<file path="src/sdwa_pkg.sv">
// constants, types and encodings shared by the word-aligning serdes
//==========================================================================
package sdwa_pkg;
   //=======================================================================
   // word and bit timing, one clk_i cycle per serial bit
   localparam int         WORD_W        = 10;
   localparam int         CNT_W         = 4;
   localparam logic [3:0] WORD_LAST     = 4'h9;
   localparam logic [3:0] REF_HIGH_CNT  = 4'h5;
   localparam logic [3:0] CLK_MID_POS   = 4'h4;
   localparam logic [3:0] COMMA_END_POS = 4'h6;
   localparam logic [3:0] REALIGN_POS   = 4'h7;
   localparam logic [4:0] MIN_HALF_BITS = 5'h09;
   //=======================================================================
   // line code constants, bit 0 is the first bit on the line
   localparam logic [9:0] K28_5_NEG     = 10'h17C;
   localparam logic [6:0] COMMA         = K28_5_NEG[6:0];
   localparam logic [6:0] PRBS_SEED     = 7'h7F;
   localparam logic [2:0] PRBS_SETTLE   = 3'h7;
   //=======================================================================
   // register map
   localparam int         ADDR_W        = 4;
   localparam int         DATA_W        = 32;
   localparam logic [3:0] CTRL_OFS      = 4'h0;
   localparam logic [3:0] STAT_OFS      = 4'h4;
   localparam logic [3:0] COUNT_OFS     = 4'h8;
   localparam int         CTRL_ALIGN    = 0;
   localparam int         CTRL_PRBS     = 1;
   localparam logic       ALIGN_RESET   = 1'b1;
   localparam logic       PRBS_RESET    = 1'b0;
   localparam logic [1:0] RESP_OKAY     = 2'h0;
   localparam logic [1:0] RESP_SLVERR   = 2'h2;
   //=======================================================================
   // alignment state, gray coded along free -> hunt -> lock
   typedef enum logic [1:0]
   {
      AL_FREE = 2'h0,
      AL_HUNT = 2'h1,
      AL_LOCK = 2'h3
   } sdwa_align_t;
endpackage

</file>
<file path="src/sdwa_top.sv">
// word-aligning serdes core: serializer, comma aligner, byte clocks, test pattern, registers
//
// The implementer's own choices: the placing of the registers and the AXI4-Lite slave port.
`timescale 1ns/1ps
module sdwa_top
(
   input  wire logic                        clk_i,
   input  wire logic                        resetn_i,
   input  wire logic [sdwa_pkg::ADDR_W-1:0] s_axi_awaddr_i,
   input  wire logic                        s_axi_awvalid_i,
   output logic                             s_axi_awready_o,
   input  wire logic [sdwa_pkg::DATA_W-1:0] s_axi_wdata_i,
   input  wire logic [3:0]                  s_axi_wstrb_i,
   input  wire logic                        s_axi_wvalid_i,
   output logic                             s_axi_wready_o,
   output logic [1:0]                       s_axi_bresp_o,
   output logic                             s_axi_bvalid_o,
   input  wire logic                        s_axi_bready_i,
   input  wire logic [sdwa_pkg::ADDR_W-1:0] s_axi_araddr_i,
   input  wire logic                        s_axi_arvalid_i,
   output logic                             s_axi_arready_o,
   output logic [sdwa_pkg::DATA_W-1:0]      s_axi_rdata_o,
   output logic [1:0]                       s_axi_rresp_o,
   output logic                             s_axi_rvalid_o,
   input  wire logic                        s_axi_rready_i,
   input  wire logic [sdwa_pkg::WORD_W-1:0] tx_parallel_word_i,
   output logic                             tx_ref_clock_o,
   output logic                             serial_out_o,
   input  wire logic                        serial_in_pos_i,
   input  wire logic                        serial_in_neg_i,
   output logic [sdwa_pkg::WORD_W-1:0]      rx_parallel_word_o,
   output logic                             rx_byte_clock_a_o,
   output logic                             rx_byte_clock_b_o,
   output logic                             sync_pass_o
);
   import sdwa_pkg::*;

   //=======================================================================
   // declarations
   logic              align_enable;
   logic              pattern_test_enable;
   logic [15:0]       comma_count;
   logic              wr_go;
   logic              wr_hs;
   logic              rd_go;
   logic              rd_hs;
   logic [CNT_W-1:0]  tx_div;
   logic [CNT_W-1:0]  next_tx_div;
   logic              tx_load;
   logic [WORD_W-1:0] tx_hold;
   logic [WORD_W-1:0] tx_shift;
   logic [WORD_W-1:0] gen_word;
   logic              gen_bit;
   logic              rx_bit;
   logic [WORD_W-1:0] rx_shift;
   logic [CNT_W-1:0]  rx_cnt;
   logic              comma_hit;
   logic              realign;
   logic              word_done;
   logic [WORD_W-1:0] rx_stage;
   logic              stage_comma;
   logic              sync_word;
   logic              next_sync_word;
   logic [4:0]        half_bits;
   logic              clk_toggle;
   logic              chk_err;
   logic              pass;
   sdwa_align_t       align_state;
   sdwa_align_t       next_align_state;

   //=======================================================================
   // axi4-lite write channel: address and data taken together
   assign wr_go = s_axi_awvalid_i && s_axi_wvalid_i && !s_axi_awready_o && !s_axi_bvalid_o;
   assign wr_hs = s_axi_awready_o && s_axi_awvalid_i && s_axi_wvalid_i;

   always_ff @(posedge clk_i or negedge resetn_i)
   begin
      if (!resetn_i)
      begin
         s_axi_awready_o <= 1'b0;
         s_axi_wready_o  <= 1'b0;
      end
      else
      begin
         s_axi_awready_o <= wr_go;
         s_axi_wready_o  <= wr_go;
      end
   end

   always_ff @(posedge clk_i or negedge resetn_i)
   begin
      if (!resetn_i)
      begin
         s_axi_bvalid_o <= 1'b0;
         s_axi_bresp_o  <= RESP_OKAY;
      end
      else if (wr_hs)
      begin
         s_axi_bvalid_o <= 1'b1;
         s_axi_bresp_o  <= (s_axi_awaddr_i == CTRL_OFS) ? RESP_OKAY : RESP_SLVERR;
      end
      else if (s_axi_bready_i)
      begin
         s_axi_bvalid_o <= 1'b0;
      end
   end

   // control bits steer alignment and the test pattern
   always_ff @(posedge clk_i or negedge resetn_i)
   begin
      if (!resetn_i)
      begin
         align_enable        <= ALIGN_RESET;
         pattern_test_enable <= PRBS_RESET;
      end
      else if (wr_hs && (s_axi_awaddr_i == CTRL_OFS) && s_axi_wstrb_i[0])
      begin
         align_enable        <= s_axi_wdata_i[CTRL_ALIGN];
         pattern_test_enable <= s_axi_wdata_i[CTRL_PRBS];
      end
   end

   //=======================================================================
   // axi4-lite read channel
   assign rd_go = s_axi_arvalid_i && !s_axi_arready_o && !s_axi_rvalid_o;
   assign rd_hs = s_axi_arready_o && s_axi_arvalid_i;

   always_ff @(posedge clk_i or negedge resetn_i)
   begin
      if (!resetn_i)
         s_axi_arready_o <= 1'b0;
      else
         s_axi_arready_o <= rd_go;
   end

   always_ff @(posedge clk_i or negedge resetn_i)
   begin
      if (!resetn_i)
      begin
         s_axi_rvalid_o <= 1'b0;
         s_axi_rdata_o  <= 32'h0000_0000;
         s_axi_rresp_o  <= RESP_OKAY;
      end
      else if (rd_hs)
      begin
         s_axi_rvalid_o <= 1'b1;
         s_axi_rresp_o  <= RESP_OKAY;
         case (s_axi_araddr_i)
            CTRL_OFS:
               s_axi_rdata_o <= {30'h0, pattern_test_enable, align_enable};
            STAT_OFS:
               s_axi_rdata_o <= {28'h000_0000, sync_pass_o, align_state, pass};
            COUNT_OFS:
               s_axi_rdata_o <= {16'h0000, comma_count};
            default:
            begin
               s_axi_rdata_o <= 32'h0000_0000;
               s_axi_rresp_o <= RESP_SLVERR;
            end
         endcase
      end
      else if (s_axi_rready_i)
      begin
         s_axi_rvalid_o <= 1'b0;
      end
   end

   //=======================================================================
   // transmit: reference clock divided from the bit clock
   assign next_tx_div = (tx_div == WORD_LAST) ? 4'h0 : tx_div + 4'h1;
   assign tx_load     = (tx_div == WORD_LAST);

   always_ff @(posedge clk_i or negedge resetn_i)
   begin
      if (!resetn_i)
      begin
         tx_div         <= 4'h0;
         tx_ref_clock_o <= 1'b0;
      end
      else
      begin
         tx_div         <= next_tx_div;
         tx_ref_clock_o <= (next_tx_div < REF_HIGH_CNT);
      end
   end

   sdwa_prbs7
   #(
      .CHECK (1'b0)
   )
   u_gen
   (
      .clk_i    (clk_i),
      .resetn_i (resetn_i),
      .enable_i (pattern_test_enable),
      .bit_i    (1'b0),
      .bit_o    (gen_bit),
      .error_o  ()
   );

   // generator bits gathered into words, oldest bit lands in bit 0
   always_ff @(posedge clk_i or negedge resetn_i)
   begin
      if (!resetn_i)
         gen_word <= 10'h000;
      else
         gen_word <= {gen_bit, gen_word[WORD_W-1:1]};
   end

   // a holding stage gives 20 bit times from load to bit 9 on the line
   always_ff @(posedge clk_i or negedge resetn_i)
   begin
      if (!resetn_i)
      begin
         tx_hold  <= 10'h000;
         tx_shift <= 10'h000;
      end
      else if (tx_load)
      begin
         tx_hold  <= pattern_test_enable ? gen_word : tx_parallel_word_i;
         tx_shift <= tx_hold;
      end
      else
      begin
         tx_shift <= {1'b0, tx_shift[WORD_W-1:1]};
      end
   end

   always_ff @(posedge clk_i or negedge resetn_i)
   begin
      if (!resetn_i)
         serial_out_o <= 1'b0;
      else
         serial_out_o <= tx_shift[0];
   end

   //=======================================================================
   // receive: bits sampled straight off the line, no reference preset needed
   assign rx_bit = serial_in_pos_i & ~serial_in_neg_i;

   always_ff @(posedge clk_i or negedge resetn_i)
   begin
      if (!resetn_i)
         rx_shift <= 10'h000;
      else
         rx_shift <= {rx_bit, rx_shift[WORD_W-1:1]};
   end

   // checked every bit, so every one of the ten offsets is seen
   assign comma_hit = (rx_shift[WORD_W-1:3] == COMMA);
   assign realign   = align_enable && comma_hit && (rx_cnt != COMMA_END_POS);
   assign word_done = (rx_cnt == WORD_LAST) && !realign;

   // a jump drops the partial word; unframed counting when disabled
   always_ff @(posedge clk_i or negedge resetn_i)
   begin
      if (!resetn_i)
         rx_cnt <= 4'h0;
      else if (realign)
         rx_cnt <= REALIGN_POS;
      else if (rx_cnt == WORD_LAST)
         rx_cnt <= 4'h0;
      else
         rx_cnt <= rx_cnt + 4'h1;
   end

   // one word of look-ahead lets the byte clocks steer the comma onto clock b
   always_ff @(posedge clk_i or negedge resetn_i)
   begin
      if (!resetn_i)
      begin
         rx_stage           <= 10'h000;
         stage_comma        <= 1'b0;
         rx_parallel_word_o <= 10'h000;
      end
      else if (word_done)
      begin
         rx_stage           <= rx_shift;
         stage_comma        <= (rx_shift[6:0] == COMMA);
         rx_parallel_word_o <= rx_stage;
      end
   end

   //=======================================================================
   // alignment state
   always_comb
   begin
      next_align_state = align_state;
      case (align_state)
         AL_FREE:
            if (align_enable)
               next_align_state = AL_HUNT;
         AL_HUNT:
            if (!align_enable)
               next_align_state = AL_FREE;
            else if (comma_hit)
               next_align_state = AL_LOCK;
         AL_LOCK:
            if (!align_enable)
               next_align_state = AL_FREE;
            else if (realign)
               next_align_state = AL_HUNT;
         default:
            next_align_state = AL_FREE;
      endcase
   end

   always_ff @(posedge clk_i or negedge resetn_i)
   begin
      if (!resetn_i)
         align_state <= AL_FREE;
      else
         align_state <= next_align_state;
   end

   //=======================================================================
   // byte clocks: toggle mid-word, never before a full half period
   assign clk_toggle = (rx_cnt == CLK_MID_POS) && (half_bits >= MIN_HALF_BITS)
                       && !(align_enable && stage_comma && !rx_byte_clock_b_o);

   always_ff @(posedge clk_i or negedge resetn_i)
   begin
      if (!resetn_i)
         half_bits <= 5'h00;
      else if (clk_toggle)
         half_bits <= 5'h00;
      else if (half_bits < MIN_HALF_BITS)
         half_bits <= half_bits + 5'h01;
   end

   // clock b rises on words 0 and 2, clock a on words 1 and 3
   always_ff @(posedge clk_i or negedge resetn_i)
   begin
      if (!resetn_i)
      begin
         rx_byte_clock_a_o <= 1'b1;
         rx_byte_clock_b_o <= 1'b0;
      end
      else if (clk_toggle)
      begin
         rx_byte_clock_a_o <= rx_byte_clock_b_o;
         rx_byte_clock_b_o <= ~rx_byte_clock_b_o;
      end
   end

   //=======================================================================
   // sync pulse and comma count
   assign next_sync_word = word_done ? (align_enable && stage_comma) : sync_word;

   always_ff @(posedge clk_i or negedge resetn_i)
   begin
      if (!resetn_i)
         sync_word <= 1'b0;
      else
         sync_word <= next_sync_word;
   end

   always_ff @(posedge clk_i or negedge resetn_i)
   begin
      if (!resetn_i)
         comma_count <= 16'h0000;
      else if (word_done && align_enable && stage_comma)
         comma_count <= comma_count + 16'h0001;
   end

   //=======================================================================
   // pattern checker and pass flag
   sdwa_prbs7
   #(
      .CHECK (1'b1)
   )
   u_chk
   (
      .clk_i    (clk_i),
      .resetn_i (resetn_i),
      .enable_i (pattern_test_enable),
      .bit_i    (rx_bit),
      .bit_o    (),
      .error_o  (chk_err)
   );

   // latched mode holds a failure until the test or alignment is switched off
   always_ff @(posedge clk_i or negedge resetn_i)
   begin
      if (!resetn_i)
         pass <= 1'b1;
      else if (!pattern_test_enable)
         pass <= 1'b1;
      else if (align_enable)
         pass <= pass && !chk_err;
      else
         pass <= !chk_err;
   end

   always_ff @(posedge clk_i or negedge resetn_i)
   begin
      if (!resetn_i)
         sync_pass_o <= 1'b0;
      else if (pattern_test_enable)
         sync_pass_o <= pass;
      else
         sync_pass_o <= next_sync_word;
   end
endmodule

</file>
<file path="src/sdwa_prbs7.sv">
// seven-stage pseudo-random generator or self-synchronizing checker
`timescale 1ns/1ps
module sdwa_prbs7
#(
   parameter bit CHECK = 1'b0
)
(
   input  wire logic clk_i,
   input  wire logic resetn_i,
   input  wire logic enable_i,
   input  wire logic bit_i,
   output logic      bit_o,
   output logic      error_o
);
   import sdwa_pkg::*;

   logic [6:0] state;
   logic [2:0] settle;
   logic       fb;

   assign fb    = state[6] ^ state[5];
   assign bit_o = fb;

   // checker shifts in line bits, so it locks to any phase of the sequence
   always_ff @(posedge clk_i or negedge resetn_i)
   begin
      if (!resetn_i)
         state <= PRBS_SEED;
      else if (!enable_i)
         state <= PRBS_SEED;
      else
         state <= {state[5:0], (CHECK ? bit_i : fb)};
   end

   always_ff @(posedge clk_i or negedge resetn_i)
   begin
      if (!resetn_i)
         settle <= 3'h0;
      else if (!enable_i)
         settle <= 3'h0;
      else if (settle != PRBS_SETTLE)
         settle <= settle + 3'h1;
   end

   // no error until seven line bits have filled the predictor
   always_ff @(posedge clk_i or negedge resetn_i)
   begin
      if (!resetn_i)
         error_o <= 1'b0;
      else
         error_o <= CHECK && enable_i && (settle == PRBS_SETTLE) && (bit_i != fb);
   end
endmodule

</file>
<file path="config.mk">
export PLATFORM = sky130hd
export DESIGN_NAME = sdwa_top
export DESIGN_NICKNAME = d
export VERILOG_FILES = /design/src/sdwa_pkg.sv /design/src/sdwa_top.sv /design/src/sdwa_prbs7.sv
export SDC_FILE = /design/constraint.sdc
export NUM_CORES = 1
export LEC_CHECK = 0
export ABC_AREA = 1
export BUFFER_PORTS_ARGS = -buffer_cell sky130_fd_sc_hd__buf_4
export CORE_UTILIZATION = 30
export CTS_CLUSTER_SIZE = 14
export DETAILED_ROUTE_END_ITERATION = 7
export HOLD_SLACK_MARGIN = 0.03
export SLEW_MARGIN = 20
export SYNTH_ARGS = -nofsm -noshare
export SYNTH_HDL_FRONTEND = slang
export SYNTH_SLANG_ARGS = --single-unit
</file>
<file path="constraint.sdc">
create_clock -name clk_i -period 2.2 [get_ports clk_i]
set_clock_uncertainty 0.05 [all_clocks]
set_input_delay 0.66 -clock clk_i [delete_from_list [all_inputs] [get_ports clk_i]]
set_output_delay 0.66 -clock clk_i [all_outputs]
set_load 0.02 [all_outputs]
</file>
Word-level counts from Yosys, hierarchy flattened

Index checks and enable logic that the tools add are counted.

Logic and storage cells: 128
Output and inout port bits: 56
Bits in registers: 159

Bitwise gates (word level): 5
Reductions and logical operators: 38
$add $sub $neg: 5
Magnitude comparators: 3
Equal/unequal tests: 17
Mux-type cells: 28

Operators with widths:

| operator                                                           | number |
|---|---|
| case mux 16 bit (3 select lines)                                   | 1 |
| logical AND 1 bit                                                  | 22 |
| two-way mux 10 bit                                                 | 2 |
| adder 16 x 1 -> 16 bit (second input constant)                     | 1 |
| equality test 7 bit (second input constant)                        | 2 |
| two-way mux 2 bit                                                  | 7 |
| two-way mux 7 bit                                                  | 2 |
| equality test 4 bit (second input constant)                        | 3 |
| two-way mux 4 bit                                                  | 3 |
| two-way mux 5 bit                                                  | 2 |
| != test 3 bit (second input constant)                              | 3 |
| adder 4 x 1 -> 4 bit (second input constant)                       | 2 |
| equality test 4 x 3 -> 1 bit (second input constant)               | 2 |
| logical NOT 1 bit                                                  | 8 |
| logical NOT 4 bit                                                  | 2 |
| two-way mux 1 bit                                                  | 8 |
| two-way mux 3 bit                                                  | 2 |
| case mux 2 bit (3 select lines)                                    | 1 |
| nonzero test 2 bit                                                 | 3 |
| adder 5 x 1 -> 5 bit (second input constant)                       | 1 |
| greater-or-equal comparator 5 x 4 -> 1 bit (second input constant) | 1 |
| less-than comparator 5 x 4 -> 1 bit (second input constant)        | 1 |
| less-than comparator 4 x 3 -> 1 bit (second input constant)        | 1 |
| != test 4 x 3 -> 1 bit (second input constant)                     | 1 |
| other kinds (13)                                                   | 15 |

Logic depth before layout (Yosys ltp)

Depth after elaboration: 7
Depth in mapped cells: 10

Cells and area by module

From an unflattened synthesis, not the netlist that was laid out.

Cell total of the unflattened synthesis: 649
Area total of the unflattened synthesis: 5,970.7 um2

Modules (own cells, without submodules):

| module             | area each (um2) | cells an instance | instances |
|---|---|---|---|
| sdwa_top           | 5,242.5         | 573               | 1 |
| sdwa_prbs7 (u_chk) | 462.9           | 50                | 1 |
| sdwa_prbs7 (u_gen) | 265.3           | 26                | 1 |

Least setup slack after synthesis

OpenSTA, ideal clock, no wires.

Kind: input to register
From: input s_axi_araddr_i[1] (netlist bit)
To: register s_axi_rdata_o[10] (netlist bit)
Setup slack: 0.651 ns
Required time: 2.054 ns
Path buffers: 1
Stages on the path: 4
Data arrival time: 1.403 ns
Cell sequence: nor2_1 -> nand2_1 -> clkbuf_1 -> o31ai_1

Cells in the longest elaborated chain, start to end: 2
Elaborated cells between the ends (all ways): 4
Classes of those cells: 2 x eq/ne; 1 x mux; 1 x reduce/logical

Ends and longest elaborated chain:

| what                                        | line            | text |
|---|---|---|
| start: declaration                          | sdwa_top.sv:19  | `input wire logic [sdwa_pkg::ADDR_W-1:0] s_axi_araddr_i,` |
| equality test 4 bit (tied with other cells) | sdwa_top.sv:148 | `case (s_axi_araddr_i)` |
| case mux 16 bit (3 select lines) (*)        | sdwa_top.sv:148 |  |
| end signal: assignment                      | sdwa_top.sv:150 | `s_axi_rdata_o <= {30'h0, pattern_test_enable, align_enable};` |
| end signal: assignment                      | sdwa_top.sv:152 | `s_axi_rdata_o <= {28'h000_0000, sync_pass_o, align_state, pass};` |
| end signal: assignment                      | sdwa_top.sv:154 | `s_axi_rdata_o <= {16'h0000, comma_count};` |
| end: declaration                            | sdwa_top.sv:22  | `output logic [sdwa_pkg::DATA_W-1:0] s_axi_rdata_o,` |

Mark *: on every way between the ends. The rest lies on a longest branch, timed or not.
A chain may end at the register's enable or synchronous reset.

Final worst setup path

From: register rx_byte_clock_a_o
To: output rx_byte_clock_a_o

RTL lines:

| what                     | line            | text |
|---|---|---|
| start: declaration       | sdwa_top.sv:32  | `output logic rx_byte_clock_a_o,` |
| start signal: assignment | sdwa_top.sv:341 | `rx_byte_clock_a_o <= rx_byte_clock_b_o;` |

No word-level cell between the ends.

==> results.toml <==
[timing]
setup_violations = 0
rsz0062_at_grt = "false"
min_period_ns = 1.809
fin_crit_sh = 0.8222
maxSlewViolCount = 0
max_freq_mhz = 552.8
tns_ns = 0
hold_violations = 0

[clock_network]
cts_root_buffer = "clkbuf_16"
clock_tree.buffer_depth = 2
cts_made_buffers = 17
clock_latency_ns = 0.43
cts.sinks = 141
clkTransAtPathRegs_ns = 0.06
ctsResizeCount = 0
post_cts_buffers = 0
ctsHtreeMaxLevel = 4
ctsHoldBuffers = 0
cts_tree = "done"

[placement]
dp_hpwl_mm = 7.857
portBuffers = 67
gp_routability_congestion = 0.8278

[pwr]
p_int_uw = 5664
p_seq_frac = 0.447
p_comb_frac = 0.196
p_leak_uw = 0.003703
powerDensity_mw_per_mm2 = 1092
irDropWorstVdd_uv = 470.8
finalPower_uw = 8023
clkPwrFrac = 0.357
swShare = 0.2940
switching_power_uw = 2359

[global_route]
gr-max-usage-layer = "met2"
grt_util_met2 = 0.1845
met1_usage = 0.1634
grtUsageTotal = 0.1236
grt_max_degree = 40
grtUsageMet3 = 0.03836
overflow = 0
grt_pass1_wl_mm = 19.45
grt_pass1_vias = 4041
antenna_found_initial = 0

[drt]
via_per_inst = 4.229
antenna_left = 0
drt_first_pass_iters = 4
drt_wl_total_mm = 11.53
vias = 4250
route.detailed.drc = 0
wl_per_cell_um = 11.47
drtIter0Drc = 289

[critical_path]
crit_slowest_cell = "dfstp_2"
path_cells = "buf_4"
rr_worst_depth = 9
crit_path_start_kind = "flip-flop"
arrival_ns = 1.10
reg2reg_from = "rx_cnt[0]$_DFF_PN0_"
crit_path_end_kind = "output pin"
cp_data_required_time_ns = 1.49
worstSetupStartpoint = "rx_byte_clock_a_o$_DFFE_PN1N_"
r2r_end = "comma_count[4]$_DFFE_PN0P_"
cp_top_family = "flip-flops"
crit_fanout = 2
path_buf_inv = 1
cp-endpoint = "rx_byte_clock_a_o"
worst-path-stages = 1
path_class = "flip-flop to output pin"
reg2reg_slack_ns = 0.54
slowest_delay_ns = 0.54

[die]
rows = 51
core-area_mm2 = 0.01940
die_area_mm2 = 0.02033
die_x_um = 142.6
ioPinCount = 119
die_height_um = 142.6
start_util = 0.3056

[yosys]
netlist_area_mm2 = 0.005928
syn_area_per_cell_um2 = 9.177
netlist_instances = 646
ys_types = 35
ys_ff_latch = 141
synth.yosys.warnings = 0
synth_seq_area_share = 0.5988

[flow_run]
cap_violations = 0

[finish]
drive_above_1_share = 0.2054
syn2layout_area_growth_pct = 23.98
antenna_cells = 0
num-nets-final = 797

[hold_path]
min_path_type = "input pin to async pin"

[run_status]
outcome = "finished, final reports clean"
==> cells in the final DEF (no fill, tap or decap), types with 5 or more instances in the layout <==
| cell | instances |
|---|---|
| nand2_1 | 219 |
| dfrtp_1 | 124 |
| buf_4 | 75 |
| inv_1 | 56 |
| nor2_1 | 50 |
| nand3_1 | 30 |
| o21ai_0 | 18 |
| conb_1 | 18 |
| dfstp_2 | 17 |
| clkbuf_16 | 17 |
| or2_2 | 13 |
| o31ai_1 | 11 |
| a31oi_1 | 11 |
| xor2_1 | 10 |
| nand4_1 | 10 |
| a21oi_1 | 9 |
| ha_1 | 7 |
| nor3_1 | 5 |
==> per-layer routing <==
metal / wire [um] / up-vias / part of all wire
met1: 5767 / 1982 / 0.50
met2: 5119 / 85 / 0.44
li1: - / 2171 / -
met4: 154 / 0 / 0.013
met3: 483 / 12 / 0.042
met5: 0 / - / 0
==> synthesized netlist by cell type <==
cell,instances,share of area
nand2_2,2,0.0021
inv_1,56,0.035
or2_2,13,0.014
buf_6,2,0.0038
inv_2,4,0.0025
nor4_1,1,0.0011
a21oi_1,9,0.0076
o31ai_1,11,0.014
nor3_1,5,0.0042
a21oi_2,1,0.0015
o221ai_1,1,0.0015
buf_1,1,0.00063
nor2_4,1,0.0019
buf_2,4,0.0034
xor2_1,10,0.015
nand2_1,219,0.14
nand3_2,1,0.0017
dfrtp_1,124,0.52
buf_4,19,0.024
clkbuf_1,9,0.0057
o211ai_1,1,0.0013
o22ai_1,1,0.0011
conb_1,1,0.00063
nand4_2,1,0.0021
nand2_4,1,0.0019
nand3_1,30,0.025
nor3_4,1,0.0027
nor2_1,50,0.032
dfstp_2,17,0.075
a31oi_1,11,0.012
ha_1,7,0.015
o21ai_0,18,0.015
xnor2_1,2,0.0030
nand4_1,10,0.011
clkinv_1,2,0.0013
==> cell families after synthesis <==
family / count (synthesis) / share of synthesized area
buf+inv: 97 / 0.07682
other cells: 1 / 0.0006326
flops: 141 / 0.5988
xor+xnor: 12 / 0.01773
simple gates: 335 / 0.2377
fa+ha+maj: 7 / 0.01477
compound gates: 53 / 0.05361
==> metrics by stage <==
step	hold WS [ns]	instance area, um^2	setup slack, ns	utilization	std cells
6_report	0.09307	7350	0.3911	0.3789	1005
5_1_grt	0.09840	7350	0.3428	0.3789	1005
4_1_cts	0.09380	7350	0.3758	0.3789	1005
3_5_place_dp	0.2886	6755	0.4436	0.3482	973
3_3_place_gp	0.2851	6755	0.4500	0.3482	973
2_1_floorplan	0.2812	5992	0.6510	-	663
==> flip-flops by register name, summed over array words and instances (netlist names), 2 cells and up <==
register	cells
align_state	2
tx_hold	10
u_chk.state	7
s_axi_rdata_o	16
rx_stage	10
half_bits	5
rx_cnt	4
u_gen.state	7
gen_word	10
tx_div	4
tx_shift	10
rx_shift	10
u_chk.settle	3
rx_parallel_word_o	10
comma_count	16
==> final cells by class <==
| type | instances | area, um^2 |
|---|---|---|
| Fill cell | 1980 | 12050 |
| Sequential cell | 141 | 3550 |
| Multi-Input combinational cell | 425 | 1987 |
| Timing Repair Buffer | 80 | 654.4 |
| Clock buffer | 21 | 460.4 |
| Tap cell | 265 | 331.6 |
| Inverter | 62 | 232.7 |
| Clock inverter | 11 | 133.9 |
==> power by group through the flow <==
stage          clock network [uW]  registers [uW]  logic (uW)
2_1_floorplan                   0            3720         961
3_3_place_gp                    0            3620        1550
3_5_place_dp                    0            3620        1600
4_1_cts                      2950            3590        1610
5_1_grt                      3060            3670        1810
6_report                     2860            3590        1570
==> worst min-delay path by stage <==
stage	to	cells after the start	slack, ns
detailed placement	serial_out_o$_DFF_PN0_	0	0.29
global route	tx_shift[0]$_DFF_PN0_	1	0.1
finish	tx_shift[0]$_DFF_PN0_	1	0.09
global placement	serial_out_o$_DFF_PN0_	0	0.29
floorplan	serial_out_o$_DFF_PN0_	0	0.28
CTS	tx_shift[0]$_DFF_PN0_	1	0.09
No activity file was read; power rests on OpenSTA's default activity.
